<file path="src/pkg/line_clock_pkg.sv">
// constants and carrier types for the line clock bus interface
package line_clock_pkg;
  localparam int ADDR_W  = 10;     // bus device address width
  localparam int BYTE_W  = 8;      // one data byte
  localparam int DATA_W  = 16;     // data lines 0..15, line 0 is msb
  localparam int ADDR_LO = 6;      // address sits on lines 6..15
  localparam int BYTE_LO = 8;      // bytes sit on lines 8..15
  // command byte fields, positions within the byte (line 8 = bit 7)
  localparam int CMD_ENABLE  = 7;  // line 8: enable interrupt
  localparam int CMD_DISABLE = 6;  // line 9: disable interrupt
  localparam int CMD_ARM     = 5;  // line 10: arm
  localparam int CMD_DISARM  = 4;  // line 11: disarm
  // status byte fields
  localparam int ST_OVERRUN = 7;   // interval overrun
  localparam int ST_QUEUED  = 6;   // attention queued
  localparam int ST_ENABLED = 5;   // interrupt enabled
  localparam int ST_ARMED   = 4;   // unit armed
  localparam logic [BYTE_W-1:0] STATUS_RST = 8'h00; // idle status

  // unit selected by the last address strobe
  typedef enum logic [1:0] {SEL_NONE, SEL_INTERVAL, SEL_LINE} unit_sel_t;

  // control strobes from the processor, all active high levels
  typedef struct packed {
    logic address_strobe;
    logic command_strobe;
    logic write_byte_strobe;
    logic read_byte_strobe;
    logic status_request_strobe;
    logic acknowledge_in;
  } bus_ctrl_t;

  // bus answer back to the processor
  typedef struct packed {
    logic [DATA_W-1:0] data;       // data lines, bit 15 = line 0
    logic              data_oe;    // high while driving data lines
    logic              sync_reply;
    logic              attention_request;
    logic              attention_address_strobe;
    logic              acknowledge_out;
  } bus_reply_t;
endpackage : line_clock_pkg

</file>
<file path="src/verilog/line_clock_bus_interface.sv">
// bus port, address decode and line unit of the two-unit clock module
// What this block does
// line pulse is the line unit's only time source
// system clear disarms and disables line unit
// line unit acts on enable/disable commands only
// armed line pulse sets line attention queue
// line queue requests attention only when enabled
// disarmed line unit holds its queue cleared
// even address interval, odd address line unit
// strobes go only to last selected unit
// base address set by ten-bit switches
// interval unit wins acknowledge over line unit
// address strobe latches address, answers sync
// command strobe accepted by selected unit, sync
// write strobe takes low byte, answers sync
// read strobe drives data byte then sync
// status strobe drives status byte then sync
// acknowledge returns address with attention strobe
// sync answers strobe, drops when strobe drops
// attention held until acknowledge arrives
// data byte toggle flips on gated read/write
// write byte toggle flips on gated write
// expiry during half transfer sets overrun
// writes load low/high, reads return low/high
// overrun held until status, acknowledge, clear
// idle device passes acknowledge downstream
// command byte bit encoding is our choice
module line_clock_bus_interface
  import line_clock_pkg::*;
(
  input  wire logic              clk_i,                   // 100 MHz
  input  wire logic              sys_rst_i,               // system clear
  input  wire bus_ctrl_t         bus_ctrl_i,              // strobes
  input  wire logic [DATA_W-1:0] bus_data_i,              // data lines in
  input  wire logic [ADDR_W-1:0] base_address_i,          // switches
  input  wire logic              line_pulse_i,            // mains pulse
  input  wire logic              interval_expiry_pulse_i, // timer expiry
  input  wire logic [DATA_W-1:0] interval_count_i,        // output buffer
  output bus_reply_t             bus_reply_o,             // bus answer
  output logic                   load_low_byte_o,         // pulse
  output logic                   load_high_byte_o,        // pulse
  output logic [BYTE_W-1:0]      interval_write_data_o,   // byte taken
  output logic                   overrun_flag_o           // level
);

  // strobe history for edge detection
  bus_ctrl_t ctrl_prev_q;
  // rising edges of each strobe
  logic addr_rise, cmd_rise, wr_rise, rd_rise, sr_rise, ack_rise;
  // any control line apart from acknowledge
  logic any_ctrl;
  // byte on lines 8..15 and address on lines 6..15
  logic [BYTE_W-1:0] in_byte;
  logic [ADDR_W-1:0] in_addr;

  unit_sel_t sel_q;                   // last selected unit
  logic      line_interrupt_enable_q; // line unit enable
  logic      line_armed_q;            // low = line_disarm active
  logic      line_attention_queue_q;  // queued line request
  logic      interval_interrupt_enable_q;
  logic      interval_armed_q;
  logic      interval_attention_queue_q;
  logic      data_byte_toggle_q;      // low or high byte next
  logic      write_byte_toggle_q;     // two-byte write half done
  logic      overrun_q;
  logic      gated_write_strobe;      // write to interval unit
  logic      gated_read_strobe;       // read from interval unit
  logic      gated_status;            // status to interval unit
  logic      line_pending, interval_pending;
  logic      ack_taken;               // acknowledge absorbed here
  logic      serve_interval;          // acknowledge answered by interval
  logic      act_q;                   // strobe accepted last cycle
  logic      answering;               // a selected unit answers
  logic      reply_oe_q;                 // driving the data lines
  logic      sync_reply_q;               // bus sync answer
  logic      attention_request_q;        // shared attention line
  logic      attention_address_strobe_q; // address return strobe
  logic      acknowledge_out_q;          // downstream acknowledge
  logic [DATA_W-1:0] reply_data_q;       // driven data lines

  // edge detect on all strobes
  always_ff @(posedge clk_i) begin
    if (sys_rst_i) begin
      ctrl_prev_q <= '0;
    end else begin
      ctrl_prev_q <= bus_ctrl_i;
    end
  end

  assign addr_rise = bus_ctrl_i.address_strobe & ~ctrl_prev_q.address_strobe;
  assign cmd_rise  = bus_ctrl_i.command_strobe & ~ctrl_prev_q.command_strobe;
  assign wr_rise   = bus_ctrl_i.write_byte_strobe & ~ctrl_prev_q.write_byte_strobe;
  assign rd_rise   = bus_ctrl_i.read_byte_strobe & ~ctrl_prev_q.read_byte_strobe;
  assign sr_rise   = bus_ctrl_i.status_request_strobe
                   & ~ctrl_prev_q.status_request_strobe;
  assign ack_rise  = bus_ctrl_i.acknowledge_in & ~ctrl_prev_q.acknowledge_in;
  assign any_ctrl  = bus_ctrl_i.address_strobe | bus_ctrl_i.command_strobe
                   | bus_ctrl_i.write_byte_strobe | bus_ctrl_i.read_byte_strobe
                   | bus_ctrl_i.status_request_strobe;
  assign in_byte   = bus_data_i[BYTE_W-1:0];
  assign in_addr   = bus_data_i[ADDR_W-1:0];

  // address latch and unit select
  always_ff @(posedge clk_i) begin
    if (sys_rst_i) begin
      sel_q <= SEL_NONE;
    end else if (addr_rise) begin
      // upper nine bits match, lowest picks the unit
      if (in_addr[ADDR_W-1:1] != base_address_i[ADDR_W-1:1]) begin
        sel_q <= SEL_NONE;
      end else if (in_addr[0]) begin
        sel_q <= SEL_LINE;
      end else begin
        sel_q <= SEL_INTERVAL;
      end
    end
  end

  // strobes gated by the selected unit
  assign gated_write_strobe = wr_rise & (sel_q == SEL_INTERVAL);
  assign gated_read_strobe  = rd_rise & (sel_q == SEL_INTERVAL);
  assign gated_status       = sr_rise & (sel_q == SEL_INTERVAL);

  // acknowledge handling
  assign line_pending     = line_attention_queue_q & line_interrupt_enable_q;
  assign interval_pending = interval_attention_queue_q & interval_interrupt_enable_q;
  assign ack_taken        = ack_rise & attention_request_q;
  assign serve_interval   = interval_pending;

  // line unit enable and arm state
  always_ff @(posedge clk_i) begin
    if (sys_rst_i) begin
      line_interrupt_enable_q <= 1'b0;
      line_armed_q            <= 1'b0;
    end else if (cmd_rise && sel_q == SEL_LINE) begin
      // only enable and disable act; enable also arms, disable leaves arm set
      if (in_byte[CMD_ENABLE]) begin
        line_interrupt_enable_q <= 1'b1;
        line_armed_q            <= 1'b1;
      end else if (in_byte[CMD_DISABLE]) begin
        line_interrupt_enable_q <= 1'b0;
      end
    end
  end

  // line attention queue
  always_ff @(posedge clk_i) begin
    if (sys_rst_i) begin
      line_attention_queue_q <= 1'b0;
    end else if (!line_armed_q) begin
      line_attention_queue_q <= 1'b0;
    end else if (line_pulse_i) begin
      line_attention_queue_q <= 1'b1;
    end else if (ack_taken && !serve_interval) begin
      line_attention_queue_q <= 1'b0;
    end
  end

  // interval unit enable and arm state
  always_ff @(posedge clk_i) begin
    if (sys_rst_i) begin
      interval_interrupt_enable_q <= 1'b0;
      interval_armed_q            <= 1'b0;
    end else if (cmd_rise && sel_q == SEL_INTERVAL) begin
      // same encoding as the line unit
      if (in_byte[CMD_ENABLE]) begin
        interval_interrupt_enable_q <= 1'b1;
      end else if (in_byte[CMD_DISABLE]) begin
        interval_interrupt_enable_q <= 1'b0;
      end
      if (in_byte[CMD_ARM]) begin
        interval_armed_q <= 1'b1;
      end else if (in_byte[CMD_DISARM]) begin
        interval_armed_q <= 1'b0;
      end
    end
  end

  // interval attention queue, set beats acknowledge clear, disarm beats set
  always_ff @(posedge clk_i) begin
    if (sys_rst_i) begin
      interval_attention_queue_q <= 1'b0;
    end else if (!interval_armed_q) begin
      interval_attention_queue_q <= 1'b0;
    end else if (interval_expiry_pulse_i) begin
      interval_attention_queue_q <= 1'b1;
    end else if (ack_taken && serve_interval) begin
      interval_attention_queue_q <= 1'b0;
    end
  end

  // interval byte toggles
  always_ff @(posedge clk_i) begin
    if (sys_rst_i) begin
      data_byte_toggle_q  <= 1'b0;
      write_byte_toggle_q <= 1'b0;
    end else begin
      if (gated_write_strobe || gated_read_strobe) begin
        data_byte_toggle_q <= ~data_byte_toggle_q;
      end
      if (gated_write_strobe) begin
        write_byte_toggle_q <= ~write_byte_toggle_q;
      end
    end
  end

  // overrun flag, set wins over clear
  always_ff @(posedge clk_i) begin
    if (sys_rst_i) begin
      overrun_q <= 1'b0;
    end else if (interval_expiry_pulse_i && data_byte_toggle_q) begin
      overrun_q <= 1'b1;
    end else if (gated_status || ack_taken) begin
      overrun_q <= 1'b0;
    end
  end

  // input buffer loads, low byte then high byte
  always_ff @(posedge clk_i) begin
    if (sys_rst_i) begin
      load_low_byte_o       <= 1'b0;
      load_high_byte_o      <= 1'b0;
      interval_write_data_o <= '0;
    end else begin
      load_low_byte_o  <= gated_write_strobe & ~data_byte_toggle_q;
      load_high_byte_o <= gated_write_strobe & data_byte_toggle_q;
      if (gated_write_strobe) begin
        interval_write_data_o <= in_byte;
      end
    end
  end

  assign overrun_flag_o = overrun_q;

  // a selected unit answers this strobe
  assign answering = (addr_rise && in_addr[ADDR_W-1:1] == base_address_i[ADDR_W-1:1])
                   || (sel_q != SEL_NONE && (cmd_rise || wr_rise || rd_rise || sr_rise));

  // data lines: read byte, status byte or returned address
  always_ff @(posedge clk_i) begin
    if (sys_rst_i) begin
      reply_data_q <= '0;
      reply_oe_q   <= 1'b0;
    end else if (gated_read_strobe) begin
      reply_data_q <= {8'h00, data_byte_toggle_q ?
                       interval_count_i[DATA_W-1:BYTE_W] :
                       interval_count_i[BYTE_W-1:0]};
      reply_oe_q   <= 1'b1;
    end else if (sr_rise && sel_q != SEL_NONE) begin
      reply_data_q <= {8'h00,
        (sel_q == SEL_INTERVAL) ? overrun_q : 1'b0,
        (sel_q == SEL_INTERVAL) ? interval_attention_queue_q
                                : line_attention_queue_q,
        (sel_q == SEL_INTERVAL) ? interval_interrupt_enable_q
                                : line_interrupt_enable_q,
        (sel_q == SEL_INTERVAL) ? interval_armed_q : line_armed_q,
        STATUS_RST[3:0]};
      reply_oe_q   <= 1'b1;
    end else if (ack_taken) begin
      reply_data_q <= {6'h00, base_address_i[ADDR_W-1:1],
                       ~serve_interval};
      reply_oe_q   <= 1'b1;
    end else if (!any_ctrl && !bus_ctrl_i.acknowledge_in) begin
      reply_oe_q   <= 1'b0;
      reply_data_q <= '0;
    end
  end

  // sync follows the accepting cycle, drops with the strobe
  always_ff @(posedge clk_i) begin
    if (sys_rst_i) begin
      act_q        <= 1'b0;
      sync_reply_q <= 1'b0;
    end else begin
      act_q        <= answering;
      sync_reply_q <= any_ctrl & (act_q | sync_reply_q);
    end
  end

  // attention request, held until acknowledge
  always_ff @(posedge clk_i) begin
    if (sys_rst_i) begin
      attention_request_q <= 1'b0;
    end else if (ack_taken) begin
      attention_request_q <= 1'b0;
    end else begin
      attention_request_q <= line_pending | interval_pending
                           | attention_request_q;
    end
  end

  // attention address strobe and acknowledge chain
  always_ff @(posedge clk_i) begin
    if (sys_rst_i) begin
      attention_address_strobe_q <= 1'b0;
      acknowledge_out_q          <= 1'b0;
    end else begin
      // strobe once data is out, hold while acknowledge stays
      attention_address_strobe_q <= bus_ctrl_i.acknowledge_in
        & (reply_oe_q & ~ack_rise & ~acknowledge_out_q
           & (ctrl_prev_q.acknowledge_in));
      if (ack_rise) begin
        acknowledge_out_q <= ~attention_request_q;
      end else begin
        acknowledge_out_q <= bus_ctrl_i.acknowledge_in & acknowledge_out_q;
      end
    end
  end

  assign bus_reply_o = {reply_data_q, reply_oe_q, sync_reply_q, // every field driven straight from flops
                        attention_request_q, attention_address_strobe_q,
                        acknowledge_out_q};
endmodule : line_clock_bus_interface

</file>
<file path="config.mk">
export PLATFORM = sky130hd
export DESIGN_NAME = line_clock_bus_interface
export DESIGN_NICKNAME = d
export VERILOG_FILES = /design/src/pkg/line_clock_pkg.sv /design/src/verilog/line_clock_bus_interface.sv
export SDC_FILE = /design/constraint.sdc
export NUM_CORES = 1
export LEC_CHECK = 0
export ABC_CLOCK_PERIOD_IN_PS = 2200
export BUFFER_PORTS_ARGS = -buffer_cell sky130_fd_sc_hd__buf_4
export CORE_ASPECT_RATIO = 0.5
export CORE_MARGIN = 2
export CORE_UTILIZATION = 40
export DETAILED_ROUTE_END_ITERATION = 10
export GPL_TIMING_DRIVEN = 0
export PLACE_DENSITY = 0.72
export RECOVER_POWER = 50
export SLEW_MARGIN = 20
export SYNTH_ARGS = -nofsm -noshare
export SYNTH_HDL_FRONTEND = slang
export SYNTH_SLANG_ARGS = --single-unit
</file>
<file path="constraint.sdc">
create_clock -name clk_i -period 2.2 [get_ports clk_i]
set_input_delay 0.33 -clock clk_i [delete_from_list [all_inputs] [get_ports clk_i]]
set_output_delay 0.33 -clock clk_i [all_outputs]
set_load 0.01 [all_outputs]
</file>
Word-level counts from Yosys, hierarchy flattened
Index checks and enable logic that the tools add are counted.
{ "classes": {"add_sub_neg": 0, "mul": 0, "div_mod_pow": 0, "order_cmp": 0, "eq_ne": 4, "shift": 0, "mux": 26, "bitwise_logic": 40, "reduce_logical": 34} }
{ "op_table": {"columns": ["operator", "count"], "rows": [
  ["$mux W8", 3],
  ["$and A1 B1 Y1", 20],
  ["$mux W10", 2],
  ["$mux W1", 19],
  ["$reduce_bool A2 Y1", 7],
  ["$not A1 Y1", 13],
  ["$eq A9 B9 Y1", 1],
  ["$logic_and A1 B1 Y1", 9],
  ["$ne A9 B9 Y1", 1],
  ["$reduce_and A2 Y1", 4],
  ["$or A1 B1 Y1", 7],
  ["$logic_or A1 B1 Y1", 6],
  ["$reduce_or A2 Y1", 3],
  ["$mux W2", 2],
  ["$reduce_bool A4 Y1", 1],
  ["$logic_not A1 Y1", 3],
  ["$reduce_or A3 Y1", 1],
  ["$eq A2 B1 Y1 const B", 1],
  ["$eq A2 B2 Y1 const B", 1]
]} }
{ "totals": {"register_bits": 42, "latchBits": 0, "ram_bits": 0, "mem_bits_ro": 0, "in_bits": 52, "output_inout_bits": 32, "word_cells": 130, "n_memories": 0} }

Longest topological paths before layout
{ "logic_depth": {"word_depth": 10, "depth_mapped": 6, "mapped_depth_nobuf": 5} }

Least setup slack after synthesis
Ideal clock, no wire load.
{ "synth_timing": {"path_type": "input port to flip-flop", "start": "input port bus_ctrl_i[2] in the netlist's numbering", "end": "register reply_data_q[6]", "setup_time_ps": 117, "arrival_time_ps": 1618, "required_ps": 2083, "slack_ps": 465, "stages": 5, "path_buffers": 0, "cell_sequence": "or4_4 > or3_4 > nand2_2 > nor2_2 > a32o_1"} }
{ "synth_via": {"elab_chain_cells": 5, "word_cells_on_any_way": 8, "cone_classes": "mux (1); bitwise (4); reduce/logical (3)"} }
{ "synth_rtl": {"columns": ["element", "line", "source"], "rows": [
  ["from (decl)", "line_clock_bus_interface.sv:33", "input wire bus_ctrl_t bus_ctrl_i,"],
  ["$or A1 B1 Y1", "line_clock_bus_interface.sv:98", "| bus_ctrl_i.write_byte_strobe | bus_ctrl_i.read_byte_strobe"],
  ["$or A1 B1 Y1", "line_clock_bus_interface.sv:99", "| bus_ctrl_i.status_request_strobe;"],
  ["$logic_not A1 Y1", "line_clock_bus_interface.sv:263", "end else if (!any_ctrl && !bus_ctrl_i.acknowledge_in) begin"],
  ["$logic_and A1 B1 Y1", "line_clock_bus_interface.sv:263", null],
  ["$reduce_bool A4 Y1 (no line)", null, null],
  ["to (signal assigned)", "line_clock_bus_interface.sv:245", "reply_data_q <= {8'h00, data_byte_toggle_q ?"],
  ["to (signal assigned)", "line_clock_bus_interface.sv:250", "reply_data_q <= {8'h00,"],
  ["to (signal assigned)", "line_clock_bus_interface.sv:260", "reply_data_q <= {6'h00, base_address_i[ADDR_W-1:1],"],
  ["to (decl)", "line_clock_bus_interface.sv:79", "logic [DATA_W-1:0] reply_data_q;"]
]} }
Parallel ways exist; a longest one is shown, timed or not.
A chain may end at the register's enable or synchronous reset.

Final worst setup path
{ "layout_timing": {"start": "register sel_q[0]", "end": "register interval_write_data_o[2]"} }
{ "layout_via": {"elab_chain_cells": 2} }
{ "layout_rtl": {"columns": ["element", "line", "source"], "rows": [
  ["from (decl)", "line_clock_bus_interface.sv:56", "unit_sel_t sel_q;"],
  ["from (signal assigned)", "line_clock_bus_interface.sv:106", "sel_q <= SEL_NONE;"],
  ["from (signal assigned)", "line_clock_bus_interface.sv:110", "sel_q <= SEL_NONE;"],
  ["from (signal assigned)", "line_clock_bus_interface.sv:112", "sel_q <= SEL_LINE;"],
  ["$eq A2 B1 Y1", "line_clock_bus_interface.sv:120", "assign gated_write_strobe = wr_rise & (sel_q == SEL_INTERVAL);"],
  ["$and A1 B1 Y1", "line_clock_bus_interface.sv:120", null],
  ["to (signal assigned)", "line_clock_bus_interface.sv:228", "interval_write_data_o <= in_byte;"],
  ["to (decl)", "line_clock_bus_interface.sv:42", "output logic [BYTE_W-1:0] interval_write_data_o,"]
]} }
No other way between the ends.

==> results.yml <==
outcome:
  status: "complete, no violations"
clock_network:
  htree_levels: 2
  cts.sinks: 42
  worst_skew_pair.late_latency_ns: 0.29
  clock_transition_at_the_registers_of_the_reported_paths_ns: 0.08
  numCtsBuffers: 5
  ctsLongestPathBuffers: 2
  cts_tree: "yes"
  cts_setup_buffers: 0
  cts-resized-gates: 0
  cts_hold_repair.buffers: 0
  cts_root_buffer: "sky130_fd_sc_hd__clkbuf_8"
logic_synthesis:
  synth_warnings: 0
  ys_seq_area_share_pct: 42.7
  postSynth.asyncResetShare_pct: 0
  post_synth_main_area_contributors: "sky130_fd_sc_hd__dfxtp_1, sky130_fd_sc_hd__nand2_1, sky130_fd_sc_hd__a21oi_1, sky130_fd_sc_hd__buf_4, sky130_fd_sc_hd__mux2i_1"
  yosysUniqueCellTypes: 44
  synth_top_area_share_pct: 42.7
  syn-mean-instance-area_um2: 8.67
  synth_area_um2: 1970
  netlist.top_cell.by_area: "sky130_fd_sc_hd__dfxtp_1"
  synth_enable_flop_cells: 0
  yosys_most_used_dff: "sky130_fd_sc_hd__dfxtp_1"
  synthCells: 227
  synth_seq_cells: 42
layout:
  num-nets-final: 360
  final_std_cell_area_no_fill_um2: 2580
  antenna_fix_cells: 0
  syn2layout_area_growth_pct: 31.3
  final_common_cell: "sky130_fd_sc_hd__buf_4"
  final_cell_mix: "sky130_fd_sc_hd__buf_4, sky130_fd_sc_hd__dfxtp_1, sky130_fd_sc_hd__clkbuf_1"
  drive_gt1_share_pct: 23.6
timing:
  fmaxAchievable_ghz: 0.557
  fin_worst_skew_ns: 0.00595
  finalHoldViolations: 0
  fin_hold_ws_ns: 0.271
  worst_slew_margin_rel_pct: 56.7
  final_min_period_over_clock_period_pct: 81.6
  worst_pin_slew_ns: 0.649
  rsz0062_at_grt: "no"
  finalMaxSlewViolations: 0
  timing.final.ws_setup_ns: 0.405
  finalSetupTns_ns: 0
  timing.final.setup_violations: 0
  layout_min_cycle_time_ns: 1.79
power:
  power.static_leakage_nw: 1.05
  design_power_total_mw: 1.45
  vdd_drop_max_v: 0.000348
  cellPowerDensity_nw_per_um2: 560
worst_setup_path:
  end_kind: "flop"
  path_class: "reg2reg"
  path_max_fanout: 9
  critical_path_required_ns: 2.42
  start_kind: "flop"
  crit_arrival_ns: 2.01
placement:
  placed_cell_area_um2: 2590
  buffers_added_on_ports: 69
  gpl.final_weighted_congestion: 0.907
  post-place-ws_ns: 0.233
  hpwl_um: 4250
detailed_routing:
  vias_per_cell: 5.02
  dr_total_vias: 1882
  antenna_violating_nets_post_route: 0
  initialDrtViolationCount: 134
  drt_wl_total_um: 5330
  drt-pass1-iter-count: 4
  wl_per_cell_um: 14.2
  post-route-drc-count: 0
floorplanning:
  design.portCount: 84
  core_um2: 4570
  design.die.area_um2: 5530
  floorplan.die.height_um: 53.6
  fp-row-count: 17
  die_w_um: 103
  floorplan.initialDensity_pct: 43.0
global_routing:
  grt_pass1_wl_um: 8290
  first_global_vias: 1730
  grt_max_degree: 13
  globalRoute.totalOverflow: 0
  antenna_violations_before_repair: 0
  grtUsageTotal_pct: 20.0
min_path:
  hp-class: "in2reg"
job:
  maxcap_violations: 0
path summary, 6_finish.rpt:
kind                            start                       end  slack [ns]  cells past startpoint
min reg2reg  interval_write_data_o[7]  interval_write_data_o[7]        0.46                      2
max                          sel_q[0]  interval_write_data_o[2]        0.41                      6
max reg2reg                  sel_q[0]  interval_write_data_o[2]        0.41                      6
min                     bus_ctrl_i[5]            ctrl_prev_q[5]        0.27                      2
kinds of logic (layout without fill, tap and decap cells):
family | count (synthesis) | count (layout) | synth area share [%]
simple gates | 88 | 88 | 22.7
compound gates | 51 | 51 | 18.6
flops | 42 | 42 | 42.7
buf+inv | 27 | 104 | 7.31
xor+xnor | 10 | 10 | 4.45
mux | 8 | 8 | 4.07
other cells | 1 | 6 | 0.191
flip-flops by register name, indices dropped and copies added, names as in the netlist, 2 cells and up:
| name | flops |
|---|---|
| reply_data_q | 10 |
| interval_write_data_o | 8 |
| ctrl_prev_q | 6 |
| sel_q | 2 |
critical path, stage by stage (launching register included):
cell                       delay [ns]
sky130_fd_sc_hd__dfxtp_1         0.31
sky130_fd_sc_hd__clkbuf_1        0.28
sky130_fd_sc_hd__nor2b_1         0.36
sky130_fd_sc_hd__and2_1          0.18
sky130_fd_sc_hd__clkbuf_1        0.34
sky130_fd_sc_hd__nand2_1         0.11
sky130_fd_sc_hd__a21oi_1         0.13
synth_stat cells (2+ instances only):
| master | n |
|---|---|
| sky130_fd_sc_hd__a211oi_1 | 5 |
| sky130_fd_sc_hd__a21oi_1 | 18 |
| sky130_fd_sc_hd__a22oi_1 | 2 |
| sky130_fd_sc_hd__a2bb2oi_1 | 2 |
| sky130_fd_sc_hd__a32o_1 | 2 |
| sky130_fd_sc_hd__a32oi_1 | 3 |
| sky130_fd_sc_hd__and3_1 | 2 |
| sky130_fd_sc_hd__buf_4 | 11 |
| sky130_fd_sc_hd__clkbuf_1 | 10 |
| sky130_fd_sc_hd__dfxtp_1 | 42 |
| sky130_fd_sc_hd__inv_1 | 4 |
| sky130_fd_sc_hd__mux2i_1 | 8 |
| sky130_fd_sc_hd__nand2_1 | 32 |
| sky130_fd_sc_hd__nand2b_1 | 3 |
| sky130_fd_sc_hd__nand3_1 | 4 |
| sky130_fd_sc_hd__nand4_1 | 2 |
| sky130_fd_sc_hd__nor2_1 | 16 |
| sky130_fd_sc_hd__nor2_2 | 2 |
| sky130_fd_sc_hd__nor2b_1 | 10 |
| sky130_fd_sc_hd__nor3_1 | 5 |
| sky130_fd_sc_hd__nor3b_1 | 3 |
| sky130_fd_sc_hd__o211a_1 | 4 |
| sky130_fd_sc_hd__o21ai_0 | 3 |
| sky130_fd_sc_hd__o22ai_1 | 5 |
| sky130_fd_sc_hd__or2_2 | 2 |
| sky130_fd_sc_hd__xnor2_1 | 9 |
cell type report:
| cell class | instances | area (um2) |
|---|---|---|
| fill | 452 | 1990 |
| multi-input combinational | 163 | 998 |
| sequential | 42 | 841 |
| timing repair buffer | 69 | 428 |
| buffer | 23 | 128 |
| clock buffer | 7 | 86.3 |
| tap | 66 | 82.6 |
| inverter | 4 | 15.0 |
| clock inverter | 1 | 5.00 |
per-stage QoR:
| step | std cells | utilization (%) |
|---|---|---|
| final | 375 | 56.5 |
| after global routing | 375 | 56.5 |
| after CTS | 375 | 58.6 |
| after detailed placement | 367 | 56.6 |
| after global placement | 367 | 56.6 |
| after floorplan | 232 | - |
power breakdown:
group / internal [mW] / switching (mW) / leakage, nW
clock: 0.253 / 0.259 / 0.0482
sequential: 0.768 / 0.00361 / 0.340
combinational: 0.0873 / 0.0746 / 0.659
routing by layer:
layer	vias to the layer above	GRT usage [%]	part of all wire, %
li1	936	-	-
met4	0	3.95	0.23
met2	61	31.4	45
met5	-	0	0
met1	883	28.7	48
met3	2	4.16	6.6
Note: power is estimated with default switching activity, not from simulation.
